<file path="src/cbpes_pkg.sv">
/*
 package for the performance event selector: event codes, qualifiers,
 bus throttle limits and the carrier structs.
 assumes a single core clock and synchronous use everywhere.
*/
package cbpes_pkg;

   localparam logic [7:0] EV_SPLIT       = 8'h49;
   localparam logic [7:0] EV_SWPF_MISS   = 8'h4b;
   localparam logic [7:0] EV_LOAD_HIT_PF = 8'h4c;
   localparam logic [7:0] EV_L1D_PF_REQ  = 8'h4e;
   localparam logic [7:0] EV_BUS_OUTST   = 8'h60;
   localparam logic [7:0] EV_BUS_THROT   = 8'h61;

   localparam logic [7:0] QUAL_SPLIT_ST  = 8'h02;
   localparam logic [7:0] QUAL_NONTEMP   = 8'h00;
   localparam logic [7:0] QUAL_ALL_LVL   = 8'h01;
   localparam logic [7:0] QUAL_OUTER     = 8'h02;
   localparam logic [7:0] QUAL_LOAD_HIT  = 8'h00;
   localparam logic [7:0] QUAL_PF_REQ    = 8'h10;

   // pending-read tracker size and throttle thresholds
   localparam int         OUTST_W        = 4;
   localparam logic [3:0] OUTST_MAX      = 4'h8;
   localparam int         TXN_W          = 5;
   localparam logic [4:0] TXN_LIMIT      = 5'h10;
   localparam logic [4:0] TXN_NEAR       = 5'h0e;
   // bus-not-ready is driven for this many bus cycles per assertion
   localparam logic [1:0] THROT_CYCLES   = 2'h2;

   localparam logic [OUTST_W-1:0] OUTST_RST = 4'h0;
   localparam logic [TXN_W-1:0]   TXN_RST   = 5'h00;

   typedef enum logic [2:0] {
      CBPES_RD_L1D,
      CBPES_RD_L2PF,
      CBPES_RD_RFO,
      CBPES_RD_IFETCH,
      CBPES_RD_OTHER
   } cbpes_src_t;

   // execution-side events, one-cycle pulses
   typedef struct packed {
      logic split_store;
      logic pf_nontemporal_miss;
      logic pf_all_levels_miss;
      logic pf_level_two_miss;
      logic pf_level_three_miss;
      logic load_to_l1d;
      logic load_hits_pending_pf;
      logic l1d_pf_request;
   } cbpes_core_ev_t;

   // bus-side events
   typedef struct packed {
      logic       read_issue;
      logic       read_full_line;
      logic       read_cacheable;
      cbpes_src_t read_src;
      logic       read_line_done;
      logic       txn_start;
      logic       txn_end;
   } cbpes_bus_ev_t;

   typedef struct packed {
      logic [7:0] code;
      logic [7:0] qual;
   } cbpes_sel_t;

endpackage : cbpes_pkg

</file>
<file path="src/cbpes_throttle.sv">
/*
 bus-not-ready driver: tracks data and snoop transactions in flight and
 asserts the throttle for two bus cycles as the count nears the bus limit.
 assumes txn_start/txn_end pulses are synchronous to clk_sys.
*/
`timescale 1ns/1ns
module cbpes_throttle (
   input  wire logic clk_sys,
   input  wire logic rst,
   input  wire logic txn_start,
   input  wire logic txn_end,
   output logic      bus_not_ready,
   output logic      assert_pulse
);

   logic [cbpes_pkg::TXN_W-1:0] txn_cnt_q;
   logic [cbpes_pkg::TXN_W-1:0] txn_cnt_d;
   logic [1:0]                  hold_q;
   logic [1:0]                  hold_d;
   logic                        near_full;
   logic                        start_assert;

   assign txn_cnt_d = (txn_start && !txn_end && txn_cnt_q != cbpes_pkg::TXN_LIMIT) ? txn_cnt_q + 5'h01 :
                      (txn_end && !txn_start && txn_cnt_q != cbpes_pkg::TXN_RST)   ? txn_cnt_q - 5'h01 :
                      txn_cnt_q;
   assign near_full    = txn_cnt_q >= cbpes_pkg::TXN_NEAR; // RQ12
   // a fresh assertion only once the previous two-cycle pulse has ended
   assign start_assert = near_full && hold_q == 2'h0; // RQ13
   assign hold_d       = start_assert ? cbpes_pkg::THROT_CYCLES :
                         (hold_q != 2'h0) ? hold_q - 2'h1 : 2'h0;

   always_ff @(posedge clk_sys) begin
      if (rst) begin
         txn_cnt_q     <= cbpes_pkg::TXN_RST;
         hold_q        <= 2'h0;
         bus_not_ready <= 1'b0;
         assert_pulse  <= 1'b0;
      end else begin
         txn_cnt_q     <= txn_cnt_d;
         hold_q        <= hold_d;
         bus_not_ready <= hold_d != 2'h0; // RQ13
         assert_pulse  <= start_assert; // RQ11
      end
   end

endmodule : cbpes_throttle

</file>
<file path="src/cbpes_top.sv">
/*
 event selection for the performance counters: decodes the programmed
 event code and qualifier, detects the chosen condition and presents an
 increment amount to the counter each cycle.
 assumes the counter adds inc_amount every cycle and that event inputs
 are single-cycle pulses synchronous to clk_sys.
*/
`timescale 1ns/1ns
// Overview of operation
// [RQ1] code 49h qualifier 02h counts stores that cross a cache line boundary
// [RQ2] code 4bh qualifier 00h counts non-temporal software prefetches missing all levels
// [RQ3] code 4bh qualifier 01h counts all-levels-hint prefetches missing all levels
// [RQ4] code 4bh qualifier 02h counts level-two and level-three hint misses together
// [RQ5] prefetch misses counted at execution, including speculative ones never retired
// [RQ6] code 4ch qualifier 00h counts loads hitting an unfinished software prefetch line
// [RQ7] code 4eh qualifier 10h counts every first-level data prefetch request, rejected too
// [RQ8] first-level prefetch requests may be rejected while the second-level cache is busy
// [RQ9] code 60h adds pending full-line reads every cycle, issue until line arrives
// [RQ10] outstanding reads: only cacheable full-line reads from data cache or prefetchers
// [RQ11] code 61h counts each bus-not-ready assertion this device drives
// [RQ12] bus-not-ready asserts when data and snoop transactions near the bus maximum
// [RQ13] each counted assertion lasts two bus cycles
// [RQ14] no new transaction is issued while bus-not-ready is asserted
// [RQ15] an event counts only when both code and qualifier match; codes 60h and 61h ignore the qualifier
module cbpes_top (
   input  wire logic                      clk_sys,
   input  wire logic                      rst,
   input  wire cbpes_pkg::cbpes_sel_t     sel,
   input  wire cbpes_pkg::cbpes_core_ev_t core_ev,
   input  wire cbpes_pkg::cbpes_bus_ev_t  bus_ev,
   input  wire logic                      l2_busy,
   input  wire logic                      pf_req_resubmit,
   input  wire logic                      issue_req,
   output logic [cbpes_pkg::OUTST_W-1:0]  inc_amount_q,
   output logic                           bus_not_ready_q,
   output logic                           issue_grant_q,
   output logic                           pf_req_accept_q,
   output logic                           pf_req_dropped_q
);

   logic [cbpes_pkg::OUTST_W-1:0] outst_q;
   logic [cbpes_pkg::OUTST_W-1:0] outst_d;
   logic [cbpes_pkg::OUTST_W-1:0] inc_d;
   logic                          throt_level;
   logic                          throt_start;

   // selection decode
   wire code_split   = sel.code == cbpes_pkg::EV_SPLIT;
   wire code_swpf    = sel.code == cbpes_pkg::EV_SWPF_MISS;
   wire code_ldhit   = sel.code == cbpes_pkg::EV_LOAD_HIT_PF;
   wire code_pfreq   = sel.code == cbpes_pkg::EV_L1D_PF_REQ;
   wire code_outst   = sel.code == cbpes_pkg::EV_BUS_OUTST;
   wire code_throt   = sel.code == cbpes_pkg::EV_BUS_THROT;

   wire sel_split_store   = code_split && sel.qual == cbpes_pkg::QUAL_SPLIT_ST; // RQ15
   wire sel_nontemporal   = code_swpf  && sel.qual == cbpes_pkg::QUAL_NONTEMP;  // RQ15
   wire sel_all_level     = code_swpf  && sel.qual == cbpes_pkg::QUAL_ALL_LVL;  // RQ15
   wire sel_outer_level   = code_swpf  && sel.qual == cbpes_pkg::QUAL_OUTER;    // RQ15
   wire sel_load_hit      = code_ldhit && sel.qual == cbpes_pkg::QUAL_LOAD_HIT; // RQ15
   wire sel_pf_requests   = code_pfreq && sel.qual == cbpes_pkg::QUAL_PF_REQ;   // RQ15

   // detected conditions
   wire split_line_store_count        = core_ev.split_store; // RQ1
   // misses are taken at execution, so squashed prefetches still count
   wire nontemporal_prefetch_miss     = core_ev.pf_nontemporal_miss; // RQ5
   wire all_level_prefetch_miss       = core_ev.pf_all_levels_miss; // RQ5
   wire outer_level_prefetch_miss     = core_ev.pf_level_two_miss
                                        || core_ev.pf_level_three_miss; // RQ4
   wire load_hit_pending_prefetch     = core_ev.load_to_l1d && core_ev.load_hits_pending_pf; // RQ6
   // counted at request time, ahead of any rejection
   wire first_level_prefetch_requests = core_ev.l1d_pf_request; // RQ7

   // a request seen while the second-level cache is busy is rejected
   wire pf_reject = core_ev.l1d_pf_request && l2_busy; // RQ8

   wire read_qualifies = bus_ev.read_full_line && bus_ev.read_cacheable
                         && (bus_ev.read_src == cbpes_pkg::CBPES_RD_L1D
                             || bus_ev.read_src == cbpes_pkg::CBPES_RD_L2PF); // RQ10
   // issue is refused while throttled, so a qualifying read is never counted then
   wire read_start  = bus_ev.read_issue && read_qualifies && !throt_level
                      && outst_q != cbpes_pkg::OUTST_MAX; // RQ14
   wire read_finish = bus_ev.read_line_done && outst_q != cbpes_pkg::OUTST_RST;

   assign outst_d = (read_start && !read_finish) ? outst_q + 4'h1 :
                    (read_finish && !read_start) ? outst_q - 4'h1 :
                    outst_q; // RQ9

   assign inc_d = (sel_split_store && split_line_store_count)      ? 4'h1 : // RQ1
                  (sel_nontemporal && nontemporal_prefetch_miss)   ? 4'h1 : // RQ2
                  (sel_all_level   && all_level_prefetch_miss)     ? 4'h1 : // RQ3
                  (sel_outer_level && outer_level_prefetch_miss)   ?
                     {2'h0, core_ev.pf_level_two_miss && core_ev.pf_level_three_miss,
                      core_ev.pf_level_two_miss ^ core_ev.pf_level_three_miss} : // RQ4
                  (sel_load_hit    && load_hit_pending_prefetch)   ? 4'h1 : // RQ6
                  (sel_pf_requests && first_level_prefetch_requests) ? 4'h1 : // RQ7
                  code_outst                                       ? outst_q : // RQ9
                  (code_throt      && throt_start)                 ? 4'h1 : // RQ11
                  4'h0;

   cbpes_throttle u_throttle (
      .clk_sys       (clk_sys),
      .rst           (rst),
      .txn_start     (bus_ev.txn_start),
      .txn_end       (bus_ev.txn_end),
      .bus_not_ready (throt_level),
      .assert_pulse  (throt_start)
   );

   always_ff @(posedge clk_sys) begin
      if (rst) begin
         outst_q          <= cbpes_pkg::OUTST_RST;
         inc_amount_q     <= 4'h0;
         bus_not_ready_q  <= 1'b0;
         issue_grant_q    <= 1'b0;
         pf_req_accept_q  <= 1'b0;
         pf_req_dropped_q <= 1'b0;
      end else begin
         outst_q          <= outst_d;
         inc_amount_q     <= inc_d;
         bus_not_ready_q  <= throt_level; // RQ12
         issue_grant_q    <= issue_req && !throt_level; // RQ14
         pf_req_accept_q  <= core_ev.l1d_pf_request && !l2_busy;
         // rejected and not marked for resubmission means lost
         pf_req_dropped_q <= pf_reject && !pf_req_resubmit; // RQ8
      end
   end

endmodule : cbpes_top

</file>
<file path="config.mk">
export PLATFORM = sky130hd
export DESIGN_NAME = cbpes_top
export DESIGN_NICKNAME = d
export VERILOG_FILES = /design/src/cbpes_pkg.sv /design/src/cbpes_throttle.sv /design/src/cbpes_top.sv
export SDC_FILE = /design/constraint.sdc
export NUM_CORES = 1
export LEC_CHECK = 0
export ABC_AREA = 1
export BUFFER_PORTS_ARGS = -buffer_cell sky130_fd_sc_hd__buf_2
export CAP_MARGIN = 5
export CELL_PAD_IN_SITES_DETAIL_PLACEMENT = 1
export CELL_PAD_IN_SITES_GLOBAL_PLACEMENT = 1
export CORE_MARGIN = 2
export CORE_UTILIZATION = 32
export CTS_BUF_LIST = sky130_fd_sc_hd__clkbuf_4 sky130_fd_sc_hd__clkbuf_8
export CTS_CLUSTER_DIAMETER = 120
export DETAILED_ROUTE_END_ITERATION = 10
export GPL_ROUTABILITY_DRIVEN = 0
export PLACE_DENSITY = 0.74
export SYNTH_ARGS = -nofsm -noshare
export SYNTH_HDL_FRONTEND = slang
export SYNTH_SLANG_ARGS = --single-unit
</file>
<file path="constraint.sdc">
create_clock -name clk_sys -period 1.8 [get_ports clk_sys]
set_input_delay 0.18 -clock clk_sys [delete_from_list [all_inputs] [get_ports clk_sys]]
set_output_delay 0.18 -clock clk_sys [all_outputs]
set_load 0.05 [all_outputs]
</file>
==> results.yml, run 1 <==
clocking:
  cts_tree: "done"
  clock_sinks: 21
  h-tree-depth: 1
  clk_latency_ps: 260
  cts_max_path_buffers: 2
  ctsHoldBuffers: 0
  clk_pin_slew_ps: 80
  cts_root_buf: "clkbuf_8"
  cts_made_buffers: 3
setup_path:
  slowest_stage: "dfxtp_2"
  crit_required_ps: 1990
  critical-path-max-stage-delay_ps: 340
  arrival_ps: 2070
  cp_max_fo: 3
  path_buf_inv: 1
  start_kind: "register"
  cp_top_family: "adder cells"
  crit_type: "reg2reg"
  crit_path_end_kind: "register"
  crit_chain: "o41ai_2 -> ha_2 -> inv_4 -> ha_1 -> nand3_1 -> and2_4 -> xor2_1 -> nand2_1 -> a21oi_2"
global_route:
  grt_pass1_wl_um: 5760
  antenna_found_initial: 0
  grtUsageTotal: 0.157
  grt_max_degree: 13
  grt_pass1_vias: 1372
  overflow: 0
logic_synthesis:
  yosys_warnings: 0
  synth_seq_area_share: 0.312
  syn_nets: 238
  async_reset_ff_frac: 0
  synth-edff-count: 0
  netlist_top_cells_count: "32 x nand2_1, 31 x nor2_1, 27 x inv_1"
  synth_flop_cell: "dfxtp_1"
  synth_top_area_frac: 0.312
  syn_area_sq_um: 1350
  syn_area_per_cell_sq_um: 7.10
  yosysUniqueCellTypes: 32
  yosysTopAreaCell: "dfxtp_1"
  synth_most_common_cell: "nand2_1"
  synth_area_leaders: "dfxtp_1 31%, nand2_1 8.9%, nor2_1 8.6%, inv_1 7.5%, ha_1 7.4%"
  ys_ff_latch: 21
  syn_inst: 190
detailed_routing:
  drcViolationCount: 0
  vias_per_cell: 4.48
  num_vias: 1367
  drt-initial-drc-count: 20
  wl_um: 3440
  ant_nets: 0
  firstDrtPassIters: 4
  wl_per_cell_um: 11.3
place:
  portBuffers: 44
  dpl_worst_slack_ps: -143
  dp_hpwl_um: 2850
power_and_ir_drop:
  peakVddDrop_mv: 0.341
  clockPowerShare: 0.163
  p_per_area_nw_per_um2: 992
  switching_share: 0.368
  combPwrFrac: 0.505
  pwr-share-seq: 0.332
  power.total_mw: 1.88
  p_leak_nw: 0.953
  p_switching_mw: 0.689
  p_int_mw: 1.19
cells_and_area:
  area_growth_pct: 40.3
  drive_above_1_share: 0.416
  register_area_sq_um: 428
  fin_util: 0.470
  fillCellCount: 553
  multi_input_comb_area_sq_um: 873
  insertedDiodeCount: 0
  nNetsFinal: 304
timing:
  fmax_mhz: 533
  hold_violations: 0
  tightest_slew_ps: 274
  layout_setup_ws_ps: -75.8
  fin_worst_skew_ps: 3.42
  period_needed_ps: 1880
  setup-violations-final: 2
  maxSlewViolCount: 0
  finalCritPeriodShare: 1.04
  slew_headroom: 0.817
  whs_ps: 68.5
  grt_setup_unrepaired: "yes"
floorplanning:
  core_sq_um: 4030
  die_x_um: 68.9
  rows: 23
  die_h_um: 68.9
  initial_core_util: 0.335
  pin_count: 46
  floorplan.die_area_sq_um: 4750
worst_hold_path:
  hold_path.class: "in2reg"
run:
  maxCapViolCount: 0
outcome:
  status: "finished, violations left"
  violations: "negative setup slack"
==> cells by family after synthesis <==
logic type	synth area share
and+or+nand+nor	0.354
buffers and inverters	0.0955
DFF	0.312
AOI/OAI and AO/OA	0.102
xor gates and xnor gates	0.0325
adders and majority gates	0.104
==> power groups by stage <==
stage          clock network (mW)  logic (mW)  registers, mW
6_report                    0.306       0.947          0.623
4_1_cts                     0.319       0.871          0.618
5_1_grt                     0.340        1.07          0.634
3_3_place_gp                    0       0.814          0.620
3_5_place_dp                    0       0.848          0.623
2_1_floorplan                   0       0.465          0.668
==> placed cells by master (no fill, tap or decap), types with 2 or more instances in the layout <==
cell / count
a21oi_1: 10
a21oi_2: 2
buf_2: 44
buf_4: 18
clkbuf_8: 3
dfxtp_1: 15
dfxtp_2: 6
ha_1: 4
ha_4: 3
inv_1: 25
inv_2: 4
nand2_1: 32
nand2_2: 2
nand2_4: 2
nand3_1: 14
nand3_2: 2
nor2_1: 29
nor2_2: 6
nor2_4: 3
nor3_1: 2
o21ai_1: 5
xnor2_1: 2
xor2_1: 3
==> cell type report <==
cell class | count | area share
Multi-Input combinational cell | 137 | 0.462
Sequential cell | 21 | 0.226
Timing Repair Buffer | 62 | 0.188
Inverter | 31 | 0.0668
Tap cell | 50 | 0.0331
Clock buffer | 3 | 0.0218
Clock inverter | 1 | 0.00265
==> per-layer routing <==
| layer | global-route usage | vias to the layer above | routed length, um |
|---|---|---|---|
| li1 | - | 731 | - |
| met1 | 0.188 | 618 | 1510 |
| met2 | 0.302 | 16 | 1850 |
| met3 | 0.00974 | 2 | 63 |
| met4 | 0.0368 | 0 | 22 |
| met5 | 0 | - | 0 |
==> what timing repair did <==
item	4_1_cts	5_1_grt
setup buffers	1	1
pin swaps	4	11
gates cloned	0	0
setup endpoints to repair	4	5
resized for setup	4	16
==> worst register-to-register path: stages (launching register included) <==
cell	delay (ps)
dfxtp_2	340
o41ai_2	340
ha_2	260
inv_4	50
ha_1	280
nand3_1	70
and2_4	130
xor2_1	140
nand2_1	80
a21oi_2	110
==> path summary, 6_finish.rpt <==
check / startpoint / end / slack, ps / depth (start not counted)
max reg2reg: outst_q[3] / outst_q[3] / -80 / 9
min: pf_req_resubmit / pf_req_dropped_q / 70 / 2
min reg2reg: u_throttle.hold_q[0] / u_throttle.hold_q[0] / 470 / 1
max: outst_q[3] / outst_q[3] / -80 / 9
==> flip-flops by register name, summed over array words and instances, names as in the netlist <==
signal	flops
u_throttle.assert_pulse	1
u_throttle.bus_not_ready	1
u_throttle.txn_cnt_q	5
outst_q	4
bus_not_ready_q	1
pf_req_accept_q	1
issue_grant_q	1
u_throttle.hold_q	2
inc_amount_q	4
pf_req_dropped_q	1
==> per-stage QoR <==
stage          cells  setup TNS (ps)  area (sq um)
6_report         305           -92.8          1890
5_1_grt          305            -326          1890
4_1_cts          304            -144          1830
3_5_place_dp     299            -237          1770
3_3_place_gp     299           -64.8          1770
2_1_floorplan    190               0          1370
No activity file was read; power rests on OpenSTA's default activity.
==> run 2: changes to the inputs <==
--- a/config.mk
+++ b/config.mk
@@ -12,2 +12,3 @@
 export CELL_PAD_IN_SITES_GLOBAL_PLACEMENT = 1
+export CORE_ASPECT_RATIO = 0.5
 export CORE_MARGIN = 2
==> constraint.sdc (replaced) <==
create_clock -name clk_sys -period 1.8 [get_ports clk_sys]
set_input_delay 0.27 -clock clk_sys [delete_from_list [all_inputs] [get_ports clk_sys]]
set_output_delay 0.27 -clock clk_sys [all_outputs]
set_load 0.05 [all_outputs]
==> results.yml, run 2 (synthesis gave the netlist of run 1 again) <==
outcome:
  status: "finished, violations left"
  violations: "negative setup slack"
setup_path:
  slowest_stage: "dfxtp_4"
  crit_required_ps: 2000
  arrival_ps: 2170
  critPathLaunch: "outst_q[0]"
  endpoint: "outst_q[3]"
  critical-path-max-stage-delay_ps: 370
  cp_max_fo: 3
  r2r-end: "outst_q[3]"
  rr_startpoint: "outst_q[0]"
  reg2reg_depth: 10
  start_kind: "register"
  crit_path_end_kind: "register"
  crit_top_cell: "a21oi_2"
  crit_chain: "nor4_4 -> nor3_2 -> ha_2 -> inv_4 -> ha_4 -> a21oi_2 -> and2_4 -> xor2_1 -> nand2_1 -> a21oi_2"
  r2r_slack_ps: -170
  crit_type: "reg2reg"
floorplanning:
  initial_core_util: 0.340
  die_x_um: 95.8
  floorplan.die_area_sq_um: 4780
  pin_count: 46
  die_h_um: 49.9
  core_sq_um: 3960
  rows: 16
timing:
  finalCritPeriodShare: 1.09
  period_needed_ps: 1970
  layout_setup_ws_ps: -166
  slew_headroom: 0.817
  hold_violations: 0
  fin_worst_skew_ps: 5.33
  grt_setup_unrepaired: "yes"
  tightest_slew_ps: 275
  fmax_mhz: 509
  maxSlewViolCount: 0
  whs_ps: 150
  setup-violations-final: 3
global_route:
  grt_pass1_vias: 1417
  grtUsageTotal: 0.165
  grtUsageMet3: 0.0336
  antenna_found_initial: 0
  top_usage_layer: "met2"
  overflow: 0
  grt_use_met2: 0.308
  grt_pass1_wl_um: 6040
  grtUsageMet1: 0.191
  grt_max_degree: 14
cells_and_area:
  area_growth_pct: 42.7
  final_cell_area_sq_um: 1920
  nNetsFinal: 303
  drive_above_1_share: 0.421
  largest_reg_flops: 5
  top_register: "u_throttle.txn_cnt_q"
  final_cell_mix: "44 x buf_2, 32 x nand2_1, 29 x nor2_1"
  layout_commonest_cell: "buf_2"
  insertedDiodeCount: 0
  fillCellCount: 509
  fin_util: 0.485
  reg_top3: "u_throttle.txn_cnt_q x5, inc_amount_q x4, outst_q x4"
place:
  dpl_worst_slack_ps: -206
  dp_hpwl_um: 2850
  portBuffers: 44
  dpl_cell_area_sq_um: 1770
detailed_routing:
  drt-initial-drc-count: 31
  vias_per_cell: 4.52
  num_vias: 1393
  wl_um: 3670
  ant_nets: 0
  drcViolationCount: 0
  firstDrtPassIters: 4
  wl_per_cell_um: 11.9
power_and_ir_drop:
  power.total_mw: 1.98
  peakVddDrop_mv: 0.308
  p_leak_nw: 0.950
  p_per_area_nw_per_um2: 1030
clocking:
  cts_tree: "done"
  clk_pin_slew_ps: 80
  clock_sinks: 21
  clk_latency_ps: 270
  ctsHoldBuffers: 0
  cts_made_buffers: 3
  cts_root_buf: "clkbuf_8"
  h-tree-depth: 1
  cts_max_path_buffers: 2
worst_hold_path:
  hold_path.class: "in2reg"
run:
  maxCapViolCount: 0
run 2: cell type report:
class,count,area (sq um),area share
Tap cell,54,67.6,0.0351
Inverter,31,126,0.0657
Timing Repair Buffer,61,348,0.181
Clock buffer,3,41.3,0.0215
Clock inverter,1,7.51,0.00390
Sequential cell,21,433,0.225
Multi-Input combinational cell,137,901,0.468
run 2: per-stage QoR:
step	TNS [ps]	std cells
3_5_place_dp	-433	302
3_3_place_gp	-121	302
4_1_cts	-248	306
2_1_floorplan	0	190
6_report	-355	308
5_1_grt	-656	308
run 2: layer usage:
layer  share of wire  up-vias
met4          0.0090        0
met1            0.44      633
li1                -      734
met2            0.51       22
met3           0.042        4
met5               0        -
run 2: critical path, delay by kind of cell, from the launching register on:
family	cells	cell delay [ps]
compound gates	2	260
flops	1	370
xor+xnor	1	170
fa+ha+maj	2	400
buf+inv	1	90
simple gates	4	600
run 2: worst min path at each step:
stage                          startpoint               end  slack, ps  cells past startpoint
after global routing      pf_req_resubmit  pf_req_dropped_q        150                      2
final                     pf_req_resubmit  pf_req_dropped_q        150                      2
after global placement    pf_req_resubmit  pf_req_dropped_q        430                      2
after floorplan                   l2_busy   pf_req_accept_q        340                      1
after detailed placement  pf_req_resubmit  pf_req_dropped_q        440                      2
after CTS                 pf_req_resubmit  pf_req_dropped_q        160                      2
run 2: where the power goes:
group | switching, mW | internal [mW]
registers | 0.105 | 0.562
clock network | 0.172 | 0.157
logic | 0.501 | 0.479
run 2: repair_timing:
action | CTS | global route
endpoints found under the setup margin | 3 | 4
resized for setup | 13 | 12
setup buffers | 0 | 2
pin swaps | 5 | 6
==> run 3: changes to the inputs <==
Settings changed: SYNTH_HIERARCHICAL from default to 1.
==> results.yml, run 3 <==
outcome:
  status: "finished, violations left"
  violations: "negative setup slack"
floorplanning:
  die_x_um: 96.5
  floorplan.die_area_sq_um: 4840
  pin_count: 46
  rows: 16
  core_sq_um: 4000
  initial_core_util: 0.342
  die_h_um: 50.2
timing:
  grt_setup_unrepaired: "yes"
  finalCritPeriodShare: 1.11
  layout_setup_ws_ps: -206
  period_needed_ps: 2010
  setup-violations-final: 4
  slew_headroom: 0.813
  hold_violations: 0
  tightest_slew_ps: 280
  fin_worst_skew_ps: 9.52
  fmax_mhz: 499
  maxSlewViolCount: 0
detailed_routing:
  vias_per_cell: 4.69
  drt-initial-drc-count: 36
  wl_per_cell_um: 12.6
  firstDrtPassIters: 4
  ant_nets: 0
  wl_um: 3890
  drcViolationCount: 0
  num_vias: 1448
place:
  portBuffers: 44
  place_inst: 299
  dp_hpwl_um: 2980
run:
  maxCapViolCount: 0
cells_and_area:
  register_area_sq_um: 430
  largest_reg_flops: 5
  multi_input_comb_area_sq_um: 953
  insertedDiodeCount: 0
  layout_commonest_cell: "buf_2"
  stdcell_count: 309
  top_register: "u_throttle/txn_cnt_q"
  final_cell_mix: "44 x buf_2, 28 x nand2_1, 27 x inv_1"
  reg_top3: "u_throttle/txn_cnt_q x5, inc_amount_q x4, outst_q x4"
  nNetsFinal: 304
  fin_util: 0.487
  drive_above_1_share: 0.435
  fillCellCount: 538
  area_growth_pct: 42.5
clocking:
  h-tree-depth: 1
  clk_pin_slew_ps: 80
  clk_latency_ps: 270
  cts_max_path_buffers: 2
  cts_tree: "done"
  cts_root_buf: "clkbuf_8"
  clock_sinks: 21
  cts_made_buffers: 3
  ctsHoldBuffers: 0
logic_synthesis:
  ys_ff_latch: 21
  yosysTopAreaCell: "dfxtp_1"
  syn_nets: 240
  async_reset_ff_frac: 0
  synth_flop_cell: "dfxtp_1"
  synth_top_area_frac: 0.307
  syn_area_sq_um: 1370
  synth-edff-count: 0
  netlist_top_cells_count: "30 x inv_1, 29 x nand2_1, 28 x nor2_1"
  yosys_warnings: 6
  synth_most_common_cell: "inv_1"
  yosysUniqueCellTypes: 26
  syn_inst: 192
  synth_seq_area_share: 0.307
  synth_area_leaders: "dfxtp_1 31%, inv_1 8.2%, nand2_1 8.0%, nor2_1 7.7%, ha_1 7.3%"
  syn_area_per_cell_sq_um: 7.12
setup_path:
  path_buf_inv: 2
  crit_required_ps: 2010
  cp_top_family: "compound AO/OA/AOI/OAI gates"
  crit_type: "reg2reg"
  critPathLaunch: "u_throttle/bus_not_ready"
  arrival_ps: 2210
  slowest_stage: "dfxtp_2"
  cp_max_fo: 4
  rr_startpoint: "u_throttle/bus_not_ready"
  critical-path-max-stage-delay_ps: 320
  crit_chain: "inv_2 -> nand4_1 -> a2111oi_4 -> ha_2 -> inv_4 -> ha_4 -> a21oi_2 -> nand2_2 -> a21oi_2 -> o21ai_2 -> nand2_1 -> nand2_1 -> nor2_1"
  start_kind: "register"
  crit_path_end_kind: "register"
global_route:
  grt_max_degree: 13
  grtUsageTotal: 0.151
  grt_pass1_vias: 1436
  overflow: 0
  grt_pass1_wl_um: 5760
  antenna_found_initial: 0
worst_hold_path:
  hold_path.class: "in2reg"
  worstHoldStart: "pf_req_resubmit"
power_and_ir_drop:
  p_per_area_nw_per_um2: 1000
  p_leak_nw: 0.949
  peakVddDrop_mv: 0.349
[run 3: cell count changes after synthesis, sizes merged, moves of 2 or more]
| cell | previous run | this run |
|---|---|---|
| nor2 | 38 | 40 |
| o21ai | 7 | 9 |
| nand3 | 16 | 21 |
| nand4 | 1 | 3 |
| nand2 | 36 | 34 |
[run 3: layer usage]
metal  up-vias  track usage  part of all wire
met3        11       0.0240             0.040
met1       662        0.161              0.40
met5         -            0                 0
li1        742            -                 -
met2        33        0.301              0.54
met4         0       0.0469             0.025
[run 3: stage by stage]
step / area (sq um) / setup slack, ps / TNS [ps] / hold slack, ps / total power, mW
finish: 1950 / -206 / -611 / 162 / 1.96
global route: 1950 / -339 / -1060 / 162 / 2.12
CTS: 1800 / -166 / -374 / 159 / 1.77
detailed placement: 1740 / -215 / -517 / 443 / 1.44
global placement: 1740 / -119 / -209 / 431 / 1.38
floorplan: 1390 / -72.1 / -129 / 339 / 1.14
[run 3: worst paths after layout]
check	endpoint	slack, ps	cells past startpoint
setup reg to reg	outst_q[3]	-210	13
hold reg to reg	u_throttle/hold_q[0]	450	1
setup / recovery	outst_q[3]	-210	13
hold / removal	pf_req_dropped_q	160	2
[run 3: worst register-to-register path: stages, from the launching register on]
cell	delay, ps
dfxtp_2	320
inv_2	40
nand4_1	150
a2111oi_4	250
ha_2	260
inv_4	60
ha_4	250
a21oi_2	120
nand2_2	80
a21oi_2	140
o21ai_2	70
nand2_1	60
nand2_1	40
nor2_1	90
[run 3: repair_timing]
action | CTS | global route
pin swaps | 0 | 14
cloned | 0 | 0
resized for setup | 1 | 24
setup endpoints to repair | 3 | 4
buffers inserted | 0 | 6
[run 3: cells by family after synthesis]
group,Yosys count,share of synthesized area
buffers and inverters,31,0.0851
and+or+nand+nor,104,0.393
DFF,21,0.307
adders and majority gates,10,0.102
xor gates and xnor gates,3,0.0192
AOI/OAI and AO/OA,23,0.0924
[run 3: final cells by class]
type / instances / area share
clock buffers: 3 / 0.0212
inverters: 31 / 0.0610
flip-flops and latches: 21 / 0.221
clock inverters: 1 / 0.00257
repair buffers: 59 / 0.171
well taps: 54 / 0.0347
multi-input cells: 140 / 0.489
[run 3: where the power goes]
part           internal [mW]  switching (mW)  total (mW)  leakage (nW)
sequential             0.559          0.0726       0.632         0.175
combinational          0.454           0.551        1.00         0.749
clock                  0.155           0.165       0.320        0.0255
